**src/hw/audio_link_pkg.sv**
```systemverilog
// shared constants and helpers for both ends of the serial audio link
// ====================================================================
// What this block does
// - frame is 256 bits in 13 slots
// - tag slot 16 bits, other slots 20
// - codec end generates the serial bit clock
// - sync sampled high on fall starts frame
// - first tag bit driven next rise, captured next fall
// - playback samples msb first, left justified
// - controller drives reserved bits as zero
// - tag bit 15 clear: ignore the frame
// - tag bits 14, 13 qualify slots 1, 2
// - tag bits 12..5 qualify playback slots 3..10
// - two lowest tag bits select the codec
// - access needs valid frame, match, slot validity
// - slot 1 bit 19: one read, zero write
// - slot 1 bits 18..12 index, low bit zero
// - slot 2 holds write value, ignored on read
// - write sends index and value in one frame
// - read data returns in next inbound frame
// - playback slots carry 20-bit samples, mapped downstream
// - ready only once link is synchronised
// - controller resets codec over active low line
// - inbound tag bit 15 is ready; gates accesses
// - inbound slot 1 echoes index for reads only
package audio_link_pkg;

  // ====================================================================
  // frame layout
  localparam int FRAME_BITS = 256;
  localparam int SLOT_COUNT = 13;
  localparam int TAG_BITS = 16;
  localparam int SLOT_BITS = 20;
  localparam logic [7:0] LAST_POS = 8'(FRAME_BITS - 1);
  localparam logic [3:0] LAST_SLOT = 4'(SLOT_COUNT - 1);
  localparam logic [4:0] TAG_LAST_BIT = 5'(TAG_BITS - 1);
  localparam logic [4:0] SLOT_LAST_BIT = 5'(SLOT_BITS - 1);
  localparam logic [7:0] SYNC_HIGH_BITS = 8'(TAG_BITS - 1);
  localparam logic [3:0] CMD_SLOT = 4'h1;
  localparam logic [3:0] DATA_SLOT = 4'h2;
  localparam logic [3:0] FIRST_PLAY_SLOT = 4'h3;
  localparam logic [3:0] LAST_PLAY_SLOT = 4'ha;

  // ====================================================================
  // field positions
  localparam int TAG_FRAME_VALID = 15;
  localparam int TAG_SLOT1_VALID = 14;
  localparam int TAG_SLOT2_VALID = 13;
  localparam int CMD_READ_BIT = 19;
  localparam int INDEX_HI = 18;
  localparam int INDEX_LO = 12;
  localparam int VALUE_HI = 19;
  localparam int VALUE_LO = 4;
  localparam logic [1:0] PRIMARY_ID = 2'h0;
  // inbound part that carries anything: tag, slot 1, slot 2
  localparam int RETURN_BITS = TAG_BITS + 2 * SLOT_BITS;
  localparam logic [7:0] RETURN_LAST_POS = 8'(RETURN_BITS - 1);
  // outbound part that carries anything: tag and slots 1 to 4
  localparam int SEND_BITS = TAG_BITS + 4 * SLOT_BITS;

  // ====================================================================
  // timing
  localparam int CLOCK_MHZ = 250;
  localparam int BIT_CLK_HALF_NS = 32;
  localparam int BIT_HALF_CYCLES = BIT_CLK_HALF_NS * CLOCK_MHZ / 1000;
  localparam logic [3:0] HALF_LAST = 4'(BIT_HALF_CYCLES - 1);
  localparam logic [1:0] LOCK_FRAMES = 2'h2;

  // ====================================================================
  // controller register map, byte addresses on the ahb-lite bus
  localparam logic [7:0] CTRL_ADDR = 8'h00;
  localparam logic [7:0] CMD_ADDR = 8'h04;
  localparam logic [7:0] STATUS_ADDR = 8'h08;
  localparam logic [7:0] RDATA_ADDR = 8'h0c;
  localparam logic [7:0] PLAY_ADDR = 8'h10;
  localparam int CTRL_RELEASE = 0;
  localparam int CTRL_PLAY = 1;
  localparam int CMD_READ = 31;
  localparam int CMD_ID_LO = 24;
  localparam int CMD_INDEX_LO = 16;
  localparam int STAT_READY = 0;
  localparam int STAT_BUSY = 1;
  localparam int STAT_RVALID = 2;

  // tag bit that qualifies a slot
  function automatic logic [3:0] tag_pos(input logic [3:0] slot);
    tag_pos = 4'(TAG_FRAME_VALID) - slot;
  endfunction : tag_pos

endpackage : audio_link_pkg

```
**src/hw/audio_link_if.sv**
```systemverilog
// the five wires of the serial audio link between controller and codec
`timescale 1ns/100ps
interface audio_link_if;
  logic bit_clk;
  logic sync;
  logic sdata_out;
  logic sdata_in;
  logic reset_b;

  modport codec_end (
    output bit_clk,
    output sdata_in,
    input sync,
    input sdata_out,
    input reset_b
  );

  modport controller_end (
    input bit_clk,
    input sdata_in,
    output sync,
    output sdata_out,
    output reset_b
  );
endinterface : audio_link_if

```
**src/hw/audio_link_codec.sv**
```systemverilog
// codec end: makes the bit clock, decodes outbound frames, returns reads
//
// Local design decisions: the AHB-Lite slave port and the register addresses.
`timescale 1ns/100ps
module audio_link_codec (
  // system
  input wire logic clock,
  input wire logic rst_b,
  // link
  audio_link_if.codec_end link,
  // strap
  input wire logic [1:0] codec_number_setting,
  // register access toward the register file
  output logic reg_write_q,
  output logic reg_read_q,
  output logic [6:0] reg_index_q,
  output logic [15:0] write_value_q,
  input wire logic [15:0] read_value,
  // playback samples
  output logic sample_valid_q,
  output logic [3:0] sample_slot_q,
  output logic [19:0] playback_sample_q,
  // status
  output logic codec_ready_q
);

  // ====================================================================
  // input synchronisers
  logic reset_meta_q;
  logic reset_sync_q;
  logic sync_meta_q;
  logic sync_s_q;
  logic sdo_meta_q;
  logic sdo_s_q;
  logic run;

  always_ff @(posedge clock) begin
    if (!rst_b) begin
      reset_meta_q <= 1'b0;
      reset_sync_q <= 1'b0;
      sync_meta_q <= 1'b0;
      sync_s_q <= 1'b0;
      sdo_meta_q <= 1'b0;
      sdo_s_q <= 1'b0;
    end else begin
      reset_meta_q <= link.reset_b;
      reset_sync_q <= reset_meta_q;
      sync_meta_q <= link.sync;
      sync_s_q <= sync_meta_q;
      sdo_meta_q <= link.sdata_out;
      sdo_s_q <= sdo_meta_q;
    end
  end

  // link reset from the controller holds the codec side past the input synchronisers
  assign run = rst_b & reset_sync_q;

  // strap is caught while the link is held in reset
  logic [1:0] own_id_q;

  always_ff @(posedge clock) begin
    if (!run) begin
      own_id_q <= codec_number_setting;
    end
  end

  // ====================================================================
  // bit clock divider
  logic [3:0] div_q;
  logic bit_clk_q;
  logic tick;
  logic rise_ev;
  logic fall_ev;

  assign tick = (div_q == audio_link_pkg::HALF_LAST);
  assign rise_ev = tick & ~bit_clk_q;
  assign fall_ev = tick & bit_clk_q;

  // clock stands still during link reset, restarts on release
  always_ff @(posedge clock) begin
    if (!run) begin
      div_q <= 4'h0;
      bit_clk_q <= 1'b0;
    end else if (tick) begin
      div_q <= 4'h0;
      bit_clk_q <= ~bit_clk_q;
    end else begin
      div_q <= div_q + 4'h1;
    end
  end

  assign link.bit_clk = bit_clk_q;

  // ====================================================================
  // framing and lock
  logic sync_prev_q;
  logic frame_start;
  logic capture;
  logic [7:0] pos_q;
  logic seen_q;
  logic [1:0] lock_q;
  logic on_time;

  // rising sync seen at a falling bit clock edge
  assign frame_start = fall_ev & sync_s_q & ~sync_prev_q;
  assign capture = fall_ev & ~frame_start;
  assign on_time = seen_q & (pos_q == audio_link_pkg::LAST_POS);

  always_ff @(posedge clock) begin
    if (!run) begin
      sync_prev_q <= 1'b0;
      pos_q <= 8'h00;
      seen_q <= 1'b0;
      lock_q <= 2'h0;
    end else if (fall_ev) begin
      sync_prev_q <= sync_s_q;
      if (frame_start) begin
        pos_q <= 8'h00;
        seen_q <= 1'b1;
        if (!on_time) begin
          lock_q <= 2'h0;
        end else if (lock_q != audio_link_pkg::LOCK_FRAMES) begin
          lock_q <= lock_q + 2'h1;
        end
      end else begin
        pos_q <= pos_q + 8'h01;
        // no sync where the frame should have ended
        if (on_time) begin
          lock_q <= 2'h0;
        end
      end
    end
  end

  // cold reset clears ready; two good frames set it again
  always_ff @(posedge clock) begin
    if (!run) begin
      codec_ready_q <= 1'b0;
    end else begin
      codec_ready_q <= (lock_q == audio_link_pkg::LOCK_FRAMES);
    end
  end

  // ====================================================================
  // slot tracking and shift register
  logic [3:0] slot_q;
  logic [4:0] sbit_q;
  logic [19:0] word_q;
  logic [19:0] word_full;
  logic slot_end;

  assign word_full = {word_q[18:0], sdo_s_q};
  assign slot_end = capture & (slot_q <= audio_link_pkg::LAST_SLOT) &
    (sbit_q == ((slot_q == 4'h0) ? audio_link_pkg::TAG_LAST_BIT :
    audio_link_pkg::SLOT_LAST_BIT));

  always_ff @(posedge clock) begin
    if (!run || frame_start) begin
      slot_q <= 4'h0;
      sbit_q <= 5'h00;
      word_q <= 20'h00000;
    end else if (capture) begin
      word_q <= word_full;
      if (slot_end) begin
        slot_q <= slot_q + 4'h1;
        sbit_q <= 5'h00;
      end else begin
        sbit_q <= sbit_q + 5'h01;
      end
    end
  end

  // ====================================================================
  // command decode
  logic [15:0] tag_q;
  logic [19:0] cmd_q;
  logic is_read;
  logic slot_ok;
  logic access_ok;

  assign is_read = cmd_q[audio_link_pkg::CMD_READ_BIT];
  // primary wants slot 1 (and 2 for writes), secondary wants neither
  assign slot_ok = (own_id_q == audio_link_pkg::PRIMARY_ID) ?
    (tag_q[audio_link_pkg::TAG_SLOT1_VALID] &
    (is_read | tag_q[audio_link_pkg::TAG_SLOT2_VALID])) :
    ~(tag_q[audio_link_pkg::TAG_SLOT1_VALID] | tag_q[audio_link_pkg::TAG_SLOT2_VALID]);
  assign access_ok = codec_ready_q & tag_q[audio_link_pkg::TAG_FRAME_VALID] &
    (tag_q[1:0] == own_id_q) & slot_ok & ~cmd_q[audio_link_pkg::INDEX_LO];

  always_ff @(posedge clock) begin
    if (!run) begin
      tag_q <= 16'h0000;
      cmd_q <= 20'h00000;
    end else if (slot_end && slot_q == 4'h0) begin
      tag_q <= word_full[15:0];
    end else if (slot_end && slot_q == audio_link_pkg::CMD_SLOT) begin
      cmd_q <= word_full;
    end
  end

  // one-cycle strobes toward the register file
  always_ff @(posedge clock) begin
    if (!run) begin
      reg_write_q <= 1'b0;
      reg_read_q <= 1'b0;
      reg_index_q <= 7'h00;
      write_value_q <= 16'h0000;
    end else begin
      reg_write_q <= 1'b0;
      reg_read_q <= 1'b0;
      if (slot_end && slot_q == audio_link_pkg::DATA_SLOT && access_ok) begin
        reg_index_q <= cmd_q[audio_link_pkg::INDEX_HI:audio_link_pkg::INDEX_LO];
        if (is_read) begin
          reg_read_q <= 1'b1;
        end else begin
          reg_write_q <= 1'b1;
          write_value_q <= word_full[audio_link_pkg::VALUE_HI:audio_link_pkg::VALUE_LO];
        end
      end
    end
  end

  // ====================================================================
  // playback slots; slot to converter mapping is left to the consumer
  always_ff @(posedge clock) begin
    if (!run) begin
      sample_valid_q <= 1'b0;
      sample_slot_q <= 4'h0;
      playback_sample_q <= 20'h00000;
    end else begin
      sample_valid_q <= 1'b0;
      if (slot_end && slot_q >= audio_link_pkg::FIRST_PLAY_SLOT &&
          slot_q <= audio_link_pkg::LAST_PLAY_SLOT && codec_ready_q &&
          tag_q[audio_link_pkg::TAG_FRAME_VALID] &&
          tag_q[audio_link_pkg::tag_pos(slot_q)]) begin
        sample_valid_q <= 1'b1;
        sample_slot_q <= slot_q;
        playback_sample_q <= word_full;
      end
    end
  end

  // ====================================================================
  // inbound frame: ready tag, echoed index and read data
  logic ret_valid_q;
  logic [6:0] ret_index_q;
  logic [15:0] ret_data_q;
  logic [audio_link_pkg::RETURN_BITS-1:0] out_q;
  logic sdata_in_q;

  // read data is sampled in the cycle the read strobe stands
  always_ff @(posedge clock) begin
    if (!run) begin
      ret_valid_q <= 1'b0;
      ret_index_q <= 7'h00;
      ret_data_q <= 16'h0000;
    end else if (reg_read_q) begin
      ret_valid_q <= 1'b1;
      ret_index_q <= reg_index_q;
      ret_data_q <= read_value;
    end else if (frame_start) begin
      ret_valid_q <= 1'b0;
    end
  end

  always_ff @(posedge clock) begin
    if (!run) begin
      out_q <= '0;
      sdata_in_q <= 1'b0;
    end else if (frame_start) begin
      out_q <= {codec_ready_q, ret_valid_q, ret_valid_q, 13'h0000,
        1'b0, ret_valid_q ? ret_index_q : 7'h00, 12'h000,
        ret_valid_q ? ret_data_q : 16'h0000, 4'h0};
    end else if (rise_ev) begin
      sdata_in_q <= out_q[audio_link_pkg::RETURN_BITS-1];
      out_q <= {out_q[audio_link_pkg::RETURN_BITS-2:0], 1'b0};
    end
  end

  assign link.sdata_in = sdata_in_q;

endmodule : audio_link_codec

```
**src/flat_wrapper.sv**
```systemverilog
// flat-port wrapper written by rule: the top's interface ports become plain ports
module audio_link_codec_flat 
  (clock, rst_b, codec_number_setting, reg_write_q, reg_read_q, reg_index_q, write_value_q, read_value, sample_valid_q, sample_slot_q, playback_sample_q, codec_ready_q, link_bit_clk, link_sdata_in, link_sync, link_sdata_out, link_reset_b);
  audio_link_if link_i ();
  input wire logic clock;
  input wire logic rst_b;
  input wire logic [1:0] codec_number_setting;
  output logic reg_write_q;
  output logic reg_read_q;
  output logic [6:0] reg_index_q;
  output logic [15:0] write_value_q;
  input wire logic [15:0] read_value;
  output logic sample_valid_q;
  output logic [3:0] sample_slot_q;
  output logic [19:0] playback_sample_q;
  output logic codec_ready_q;
  output wire logic [$bits(link_i.bit_clk)-1:0] link_bit_clk;
  output wire logic [$bits(link_i.sdata_in)-1:0] link_sdata_in;
  input wire logic [$bits(link_i.sync)-1:0] link_sync;
  input wire logic [$bits(link_i.sdata_out)-1:0] link_sdata_out;
  input wire logic [$bits(link_i.reset_b)-1:0] link_reset_b;
  assign link_bit_clk = link_i.bit_clk;
  assign link_sdata_in = link_i.sdata_in;
  assign link_i.sync = link_sync;
  assign link_i.sdata_out = link_sdata_out;
  assign link_i.reset_b = link_reset_b;
  audio_link_codec u_core (.clock(clock), .rst_b(rst_b), .link(link_i), .codec_number_setting(codec_number_setting), .reg_write_q(reg_write_q), .reg_read_q(reg_read_q), .reg_index_q(reg_index_q), .write_value_q(write_value_q), .read_value(read_value), .sample_valid_q(sample_valid_q), .sample_slot_q(sample_slot_q), .playback_sample_q(playback_sample_q), .codec_ready_q(codec_ready_q));
endmodule
```
**config.mk**
```make
export PLATFORM = sky130hd
export DESIGN_NAME = audio_link_codec_flat
export DESIGN_NICKNAME = d
export VERILOG_FILES = /design/src/hw/audio_link_pkg.sv /design/src/hw/audio_link_if.sv /design/src/hw/audio_link_codec.sv /design/src/flat_wrapper.sv
export SDC_FILE = /design/constraint.sdc
export NUM_CORES = 1
export LEC_CHECK = 0
export BUFFER_PORTS_ARGS = -buffer_cell sky130_fd_sc_hd__buf_2
export CELL_PAD_IN_SITES_DETAIL_PLACEMENT = 2
export CELL_PAD_IN_SITES_GLOBAL_PLACEMENT = 2
export CORE_ASPECT_RATIO = 0.8
export CORE_MARGIN = 2
export CORE_UTILIZATION = 33
export DETAILED_ROUTE_END_ITERATION = 8
export PLACE_DENSITY = 0.75
export RECOVER_POWER = 100
export SLEW_MARGIN = 10
export SYNTH_ARGS = -nofsm -noshare
export SYNTH_HDL_FRONTEND = slang
export SYNTH_SLANG_ARGS = --single-unit
export TNS_END_PERCENT = 5
```
**constraint.sdc**
```tcl
create_clock -name clock -period 2.5 [get_ports clock]
set_input_delay 0.5 -clock clock [delete_from_list [all_inputs] [get_ports clock]]
set_output_delay 0.5 -clock clock [all_outputs]
set_load 0.05 [all_outputs]
```
==> flow_summary_export.csv, run 1 <==
group,metric,value,unit
clocking,clkSinkCount,204,
run,maxCapViolations,0,
place,postPlaceCellArea,8550,um^2
power_and_ir_drop,fin_total_pwr,6.77,mW
clocking,clock_latency,0.50,ns
routing,drc_errors,0,
routing,vias,6163,
critical_path,crit_arrival,2.70,ns
critical_path,cp-end-kind,"flip-flop",
clocking,h-tree-depth,1,
clocking,clk_pin_slew,0.06,ns
critical_path,reg2reg_slack,0.18,ns
timing,timing.final.crit_share,93.0,%
power_and_ir_drop,p_leak,3.15,nW
run_status,status,"complete, no violations",
global_routing,antenna_found_initial,0,
layout,drive_gt1_share,10.3,%
routing,wl_per_cell,16.8,um
synth,synthFlopType,"dfxtp_1",
place,gp_congestion,0.766,
clocking,clockBufferDepth,3,
synth,synth_cell_types,49,
critical_path,crit_type,"flip-flop to flip-flop",
floorplanning,num_rows,50,
critical_path,cp.required,2.87,ns
floorplanning,dieArea,24800,um^2
min_path,hold_class,"primary input to flip-flop",
synth,syn_area_per_cell,9.36,um^2
synth,ys_seq_area_share,52.8,%
clocking,cts_buffers,23,
timing,skew,0.00724,ns
routing,firstDrtPassIters,5,
clocking,cts_tree,"built",
timing,tightest_slew,1.03,ns
layout,fin_util,39.7,%
layout,final_cell_mix,"dfxtp_1, nand2_1, nor2_1",
floorplanning,initial_core_util,33.4,%
routing,drt-initial-drc-count,268,
timing,fmax,430,MHz
layout,final_nets,929,
critical_path,regToRegStartpoint,"u_core.own_id_q[1]",
min_path,hp-start,"codec_number_setting[0]",
routing,viasPerCell,5.03,
place,portBuffers,75,
floorplanning,ios,76,
min_path,holdPathStages,1,
floorplanning,dieWidth,176,um
power_and_ir_drop,pwr_density_cell,733,nW/um^2
critical_path,path_max_fanout,16,
floorplanning,die_h,141,um
layout,final_common_cell,"dfxtp_1",
synth,async_reset_ff_share,0,%
layout,final_cell_area,9230,um^2
synth,synth_edf_count,2,
synth,ys_seq_elements,204,
critical_path,reg2reg_to,"u_core.write_value_q[9]",
min_path,min_to,"u_core.own_id_q[0]",
timing,min_period,2.32,ns
layout,diodes,0,
global_routing,grt_usage,16.9,%
synth,synth_warnings,0,
routing,routed_wl,20.6,mm
floorplanning,core_area,23300,um^2
critical_path,ff2ff_path_depth,6,
global_routing,globalRouteOverflowTotal,0,
layout,syn_to_final_growth,18.8,%
synth,synth_nets,861,
critical_path,cp-start-kind,"flip-flop",
power_and_ir_drop,ir_drop,558,uV
synth,netlist_area,7770,um^2
global_routing,grt_pass1_wl,34.5,mm
timing,grt_setup_unrepaired,"false",
timing,relSlewSlack,31.0,%
timing,totalNegativeSetupSlack,0,ns
synth,syn_inst,830,
place,dp_hpwl,13.6,mm
timing,slew_viol_final,0,
timing,holdWs,0.201,ns
global_routing,first_global_vias,6484,
routing,ant_nets,0,
timing,hold_viol,0,
clocking,clock-root-buffer,"clkbuf_16",
global_routing,grt_max_degree,112,
timing,setup_viol,0,
-- cell type report --
type	count	area [um^2]
fillers	2559	14000
multi-input cells	564	3430
inverters	4	16.3
clock inverters	7	88.8
flip-flops and latches	204	4110
repair buffers	101	505
well taps	312	390
clock buffers	34	697
-- sequential cells by signal (all words and copies together) (netlist names), 2 cells and up --
register	flops
u_core.cmd_q	8
u_core.div_q	4
u_core.lock_q	2
u_core.out_q	52
u_core.own_id_q	2
u_core.playback_sample_q	20
u_core.pos_q	8
u_core.reg_index_q	7
u_core.ret_data_q	16
u_core.ret_index_q	7
u_core.sample_slot_q	4
u_core.sbit_q	5
u_core.slot_q	4
u_core.tag_q	15
u_core.word_q	19
u_core.write_value_q	16
-- synth_stat cells, drive strengths merged (4+ instances only) --
| library cell | number | share of area [%] |
|---|---|---|
| a21oi | 58 | 3.7 |
| a222oi | 22 | 2.8 |
| and2 | 8 | 0.64 |
| and3 | 9 | 0.72 |
| buf | 9 | 0.71 |
| clkbuf | 49 | 2.4 |
| dfxtp | 202 | 52 |
| ha | 8 | 1.3 |
| inv | 4 | 0.19 |
| mux2i | 94 | 12 |
| nand2 | 166 | 8.0 |
| nand3 | 28 | 1.8 |
| nand3b | 4 | 0.39 |
| nor2 | 97 | 4.7 |
| nor3 | 11 | 0.77 |
| o21ai | 7 | 0.50 |
| xnor2 | 6 | 0.68 |
| xor2 | 7 | 0.79 |
-- how the worst max path moves through the flow --
stage                             from                           end  slack, ns  depth (start not counted)
finish              u_core.own_id_q[1]       u_core.write_value_q[9]       0.18                          6
global route           u_core.div_q[0]  u_core.playback_sample_q[15]       0.01                          7
CTS                    u_core.div_q[0]       u_core.write_value_q[9]       0.14                          7
detailed placement  u_core.own_id_q[1]       u_core.write_value_q[9]       0.16                          6
global placement       u_core.div_q[0]      u_core.write_value_q[14]       0.23                          7
floorplan             u_core.slot_q[1]      u_core.write_value_q[10]       0.03                         10
-- through the flow --
stage               worst slack [ns]  std cells
floorplan                     0.0316        830
global route                  0.0129       1226
detailed placement             0.159       1185
finish                         0.175       1226
CTS                            0.141       1226
global placement               0.232       1185
-- cells by family after synthesis --
logic type | after synthesis | share of synthesized area [%]
AO/OA/AOI/OAI | 104 | 9.34
multiplexers | 97 | 13.0
flip-flops | 204 | 52.8
XOR/XNOR | 13 | 1.46
AND/OR/NAND/NOR | 342 | 18.9
adder cells (fa/ha/maj) | 8 | 1.29
buffers and inverters | 62 | 3.28
-- critical path, cell delays in order, from the launching register on --
cell	delay (ns)
edfxtp_1	0.41
or3b_1	0.37
a211o_1	0.26
a211o_1	0.33
or4_1	0.41
buf_4	0.25
mux2i_1	0.16
-- report_power, final --
part           internal [mW]  switching (mW)
Clock                   2.13            1.31
Sequential              3.26         0.00439
Combinational         0.0227          0.0467
Total                   5.41            1.36
-- per-layer routing --
layer  up-vias  share of wire [%]  global-route usage, %
met2        93                 45                   27.0
met4         0                1.8                   3.96
li1       2991                  -                      -
met3        29                3.3                   2.33
met5         -                  0                      0
met1      3050                 50                   24.3
-- repair_timing --
| action | 4_1_cts | 5_1_grt |
|---|---|---|
| resized for setup | 0 | 1 |
| buffers inserted | 0 | 0 |
| hold buffers | 0 | 0 |
| endpoints found under the setup margin | 0 | 8 |
No activity file was read; power rests on OpenSTA's default activity.
==> run 2: changes to the inputs <==
Settings changed: REMOVE_ABC_BUFFERS from default to 1.
==> run 2 against run 1 <==
Against the previous run: critical path depth unchanged; clock power decreased by 6.7%; die area unchanged; first-iteration DRC count increased by 34%; routed wire length up 3.3%; power shrank 3.4%; critical endpoint is now u_core.write_value_q[7]; non-clock buffer count up 6; via count is 1.3% higher; sequential cell count did not move; cell count hardly changed; global-route usage rose by 0.22 points; sequential power is essentially flat; the flow now finishes with violations (capacitance limit, slew limit).
==> flow_summary_export.csv, run 2 (synthesis results as in run 1) <==
group,metric,value,unit
timing,totalNegativeSetupSlack,0,ns
critical_path,cp-start-kind,"flip-flop",
clocking,postCtsSetupBuffers,0,
layout,final_common_cell,"dfxtp_1",
timing,setup_viol,0,
routing,drt-initial-drc-count,360,
critical_path,crit_path_frequent_cell,"a211o_1",
layout,largest_reg_flops,52,
timing,hold_viol,0,
place,dp_cells,1191,
routing,routed_wl,21.3,mm
floorplanning,initial_core_util,33.4,%
critical_path,reg2reg_slack,0.15,ns
floorplanning,num_rows,50,
routing,drc_errors,0,
critical_path,cp.buffers_inverters,1,
clocking,clock-root-buffer,"clkbuf_16",
routing,firstDrtPassIters,8,
routing,ant_nets,0,
place,postPlaceCellArea,8600,um^2
global_routing,grt_use_met2,28.2,%
layout,fin_util,39.5,%
global_routing,first_global_vias,6538,
global_routing,met1_usage,23.9,%
min_path,hold_class,"primary input to flip-flop",
global_routing,grt_max_degree,71,
critical_path,crit_arrival,2.73,ns
floorplanning,ios,76,
run,maxCapViolations,1,
place,gp_congestion,0.744,
critical_path,critical_path.top_delay_family,"simple AND/OR/NAND/NOR gates",
clocking,clkSinkCount,204,
clocking,clockBufferDepth,3,
timing,grt_setup_unrepaired,"false",
global_routing,grtUsageMet3,2.79,%
timing,fmax,425,MHz
floorplanning,dieWidth,176,um
clocking,cts_hold_buf,0,
global_routing,grt_pass1_wl,35.0,mm
power_and_ir_drop,ir_drop,511,uV
critical_path,path_cells,"or3b_1, a211o_1, a211o_1, or4_1, clkbuf_4, mux2i_1",
routing,wl_per_cell,17.4,um
clocking,cts_resized,0,
clocking,clock_latency,0.50,ns
layout,diodes,0,
critical_path,critPathMaxStageDelay,0.46,ns
floorplanning,die_h,141,um
clocking,clk_pin_slew,0.06,ns
critical_path,cpMaxStageDelayCell,"or4_1",
layout,final_cell_area,9200,um^2
clocking,h-tree-depth,1,
critical_path,cp-end-kind,"flip-flop",
routing,vias,6243,
global_routing,globalRouteOverflowTotal,0,
timing,timing.final.crit_share,94.2,%
routing,viasPerCell,5.09,
run_status,status,"finished with violations",
timing,tightest_slew,1.53,ns
layout,top_regs,"u_core.out_q x52, u_core.playback_sample_q x20, u_core.word_q x19",
layout,drive_gt1_share,10.7,%
timing,relSlewSlack,-1.69,%
global_routing,busiest_layer,"met2",
clocking,cts_tree,"built",
place,portBuffers,75,
place,dp_hpwl,13.7,mm
critical_path,cp.required,2.88,ns
critical_path,path_max_fanout,9,
floorplanning,core_area,23300,um^2
global_routing,grt_usage,17.1,%
floorplanning,dieArea,24800,um^2
critical_path,crit_type,"flip-flop to flip-flop",
global_routing,antenna_found_initial,0,
power_and_ir_drop,fin_total_pwr,6.54,mW
layout,syn_to_final_growth,18.3,%
timing,min_period,2.35,ns
layout,final_cell_mix,"dfxtp_1, nand2_1, nor2_1",
timing,slew_viol_final,71,
power_and_ir_drop,pwr_density_cell,711,nW/um^2
run_status,violations,"capacitance limit, slew limit",
power_and_ir_drop,p_leak,3.14,nW
layout,largest_register,"u_core.out_q",
layout,final_nets,934,
layout,final_cell_count_no_fill,1227,
clocking,cts_buffers,22,
timing,skew,0.00753,ns
[run 2: cell count changes in the layout (fill, tap and decap cells not counted), sizes merged]
cell,change
buf,+7
clkbuf,-5
clkinv,+2
bufinv,-1
clkinvlp,-1
inv,-1
[run 2: worst register-to-register path: stages, from the launching register on]
cell and delay, ns:
edfxtp_1 0.41, or3b_1 0.37, a211o_1 0.26, a211o_1 0.33, or4_1 0.46, clkbuf_4 0.25, mux2i_1 0.15
[run 2: power by group]
group / switching [mW] / leakage [nW] / total (mW) / internal, mW
logic: 0.0470 / 1.14 / 0.0685 / 0.0215
clock network: 1.29 / 0.352 / 3.20 / 1.91
registers: 0.00408 / 1.65 / 3.27 / 3.26
[run 2: final timing paths]
kind                           start                      end  cells past startpoint
min reg2reg        u_core.sdo_meta_q           u_core.sdo_s_q                      1
max               u_core.own_id_q[1]  u_core.write_value_q[7]                      6
min          codec_number_setting[1]       u_core.own_id_q[1]                      1
max reg2reg       u_core.own_id_q[1]  u_core.write_value_q[7]                      6
[run 2: metrics by stage]
step / worst slack, ns / hold WS, ns
finish: 0.146 / 0.190
global route: 0.0177 / 0.176
CTS: 0.156 / 0.174
detailed placement: 0.180 / 0.422
global placement: 0.236 / 0.413
floorplan: -1.70 / 0.412
[run 2: layout make-up]
cell class	count	area (um^2)
Clock buffer	30	652
Clock inverter	6	57.6
Tap cell	312	390
Timing Repair Buffer	107	557
Sequential cell	204	4100
Multi-Input combinational cell	564	3420
Inverter	4	16.3
Fill cell	2577	14100
[run 2: per-layer routing]
layer | part of all wire (%) | up-vias
met5 | 0 | -
met4 | 1.6 | 0
met3 | 3.8 | 22
met2 | 46 | 91
met1 | 49 | 3134
li1 | - | 2996
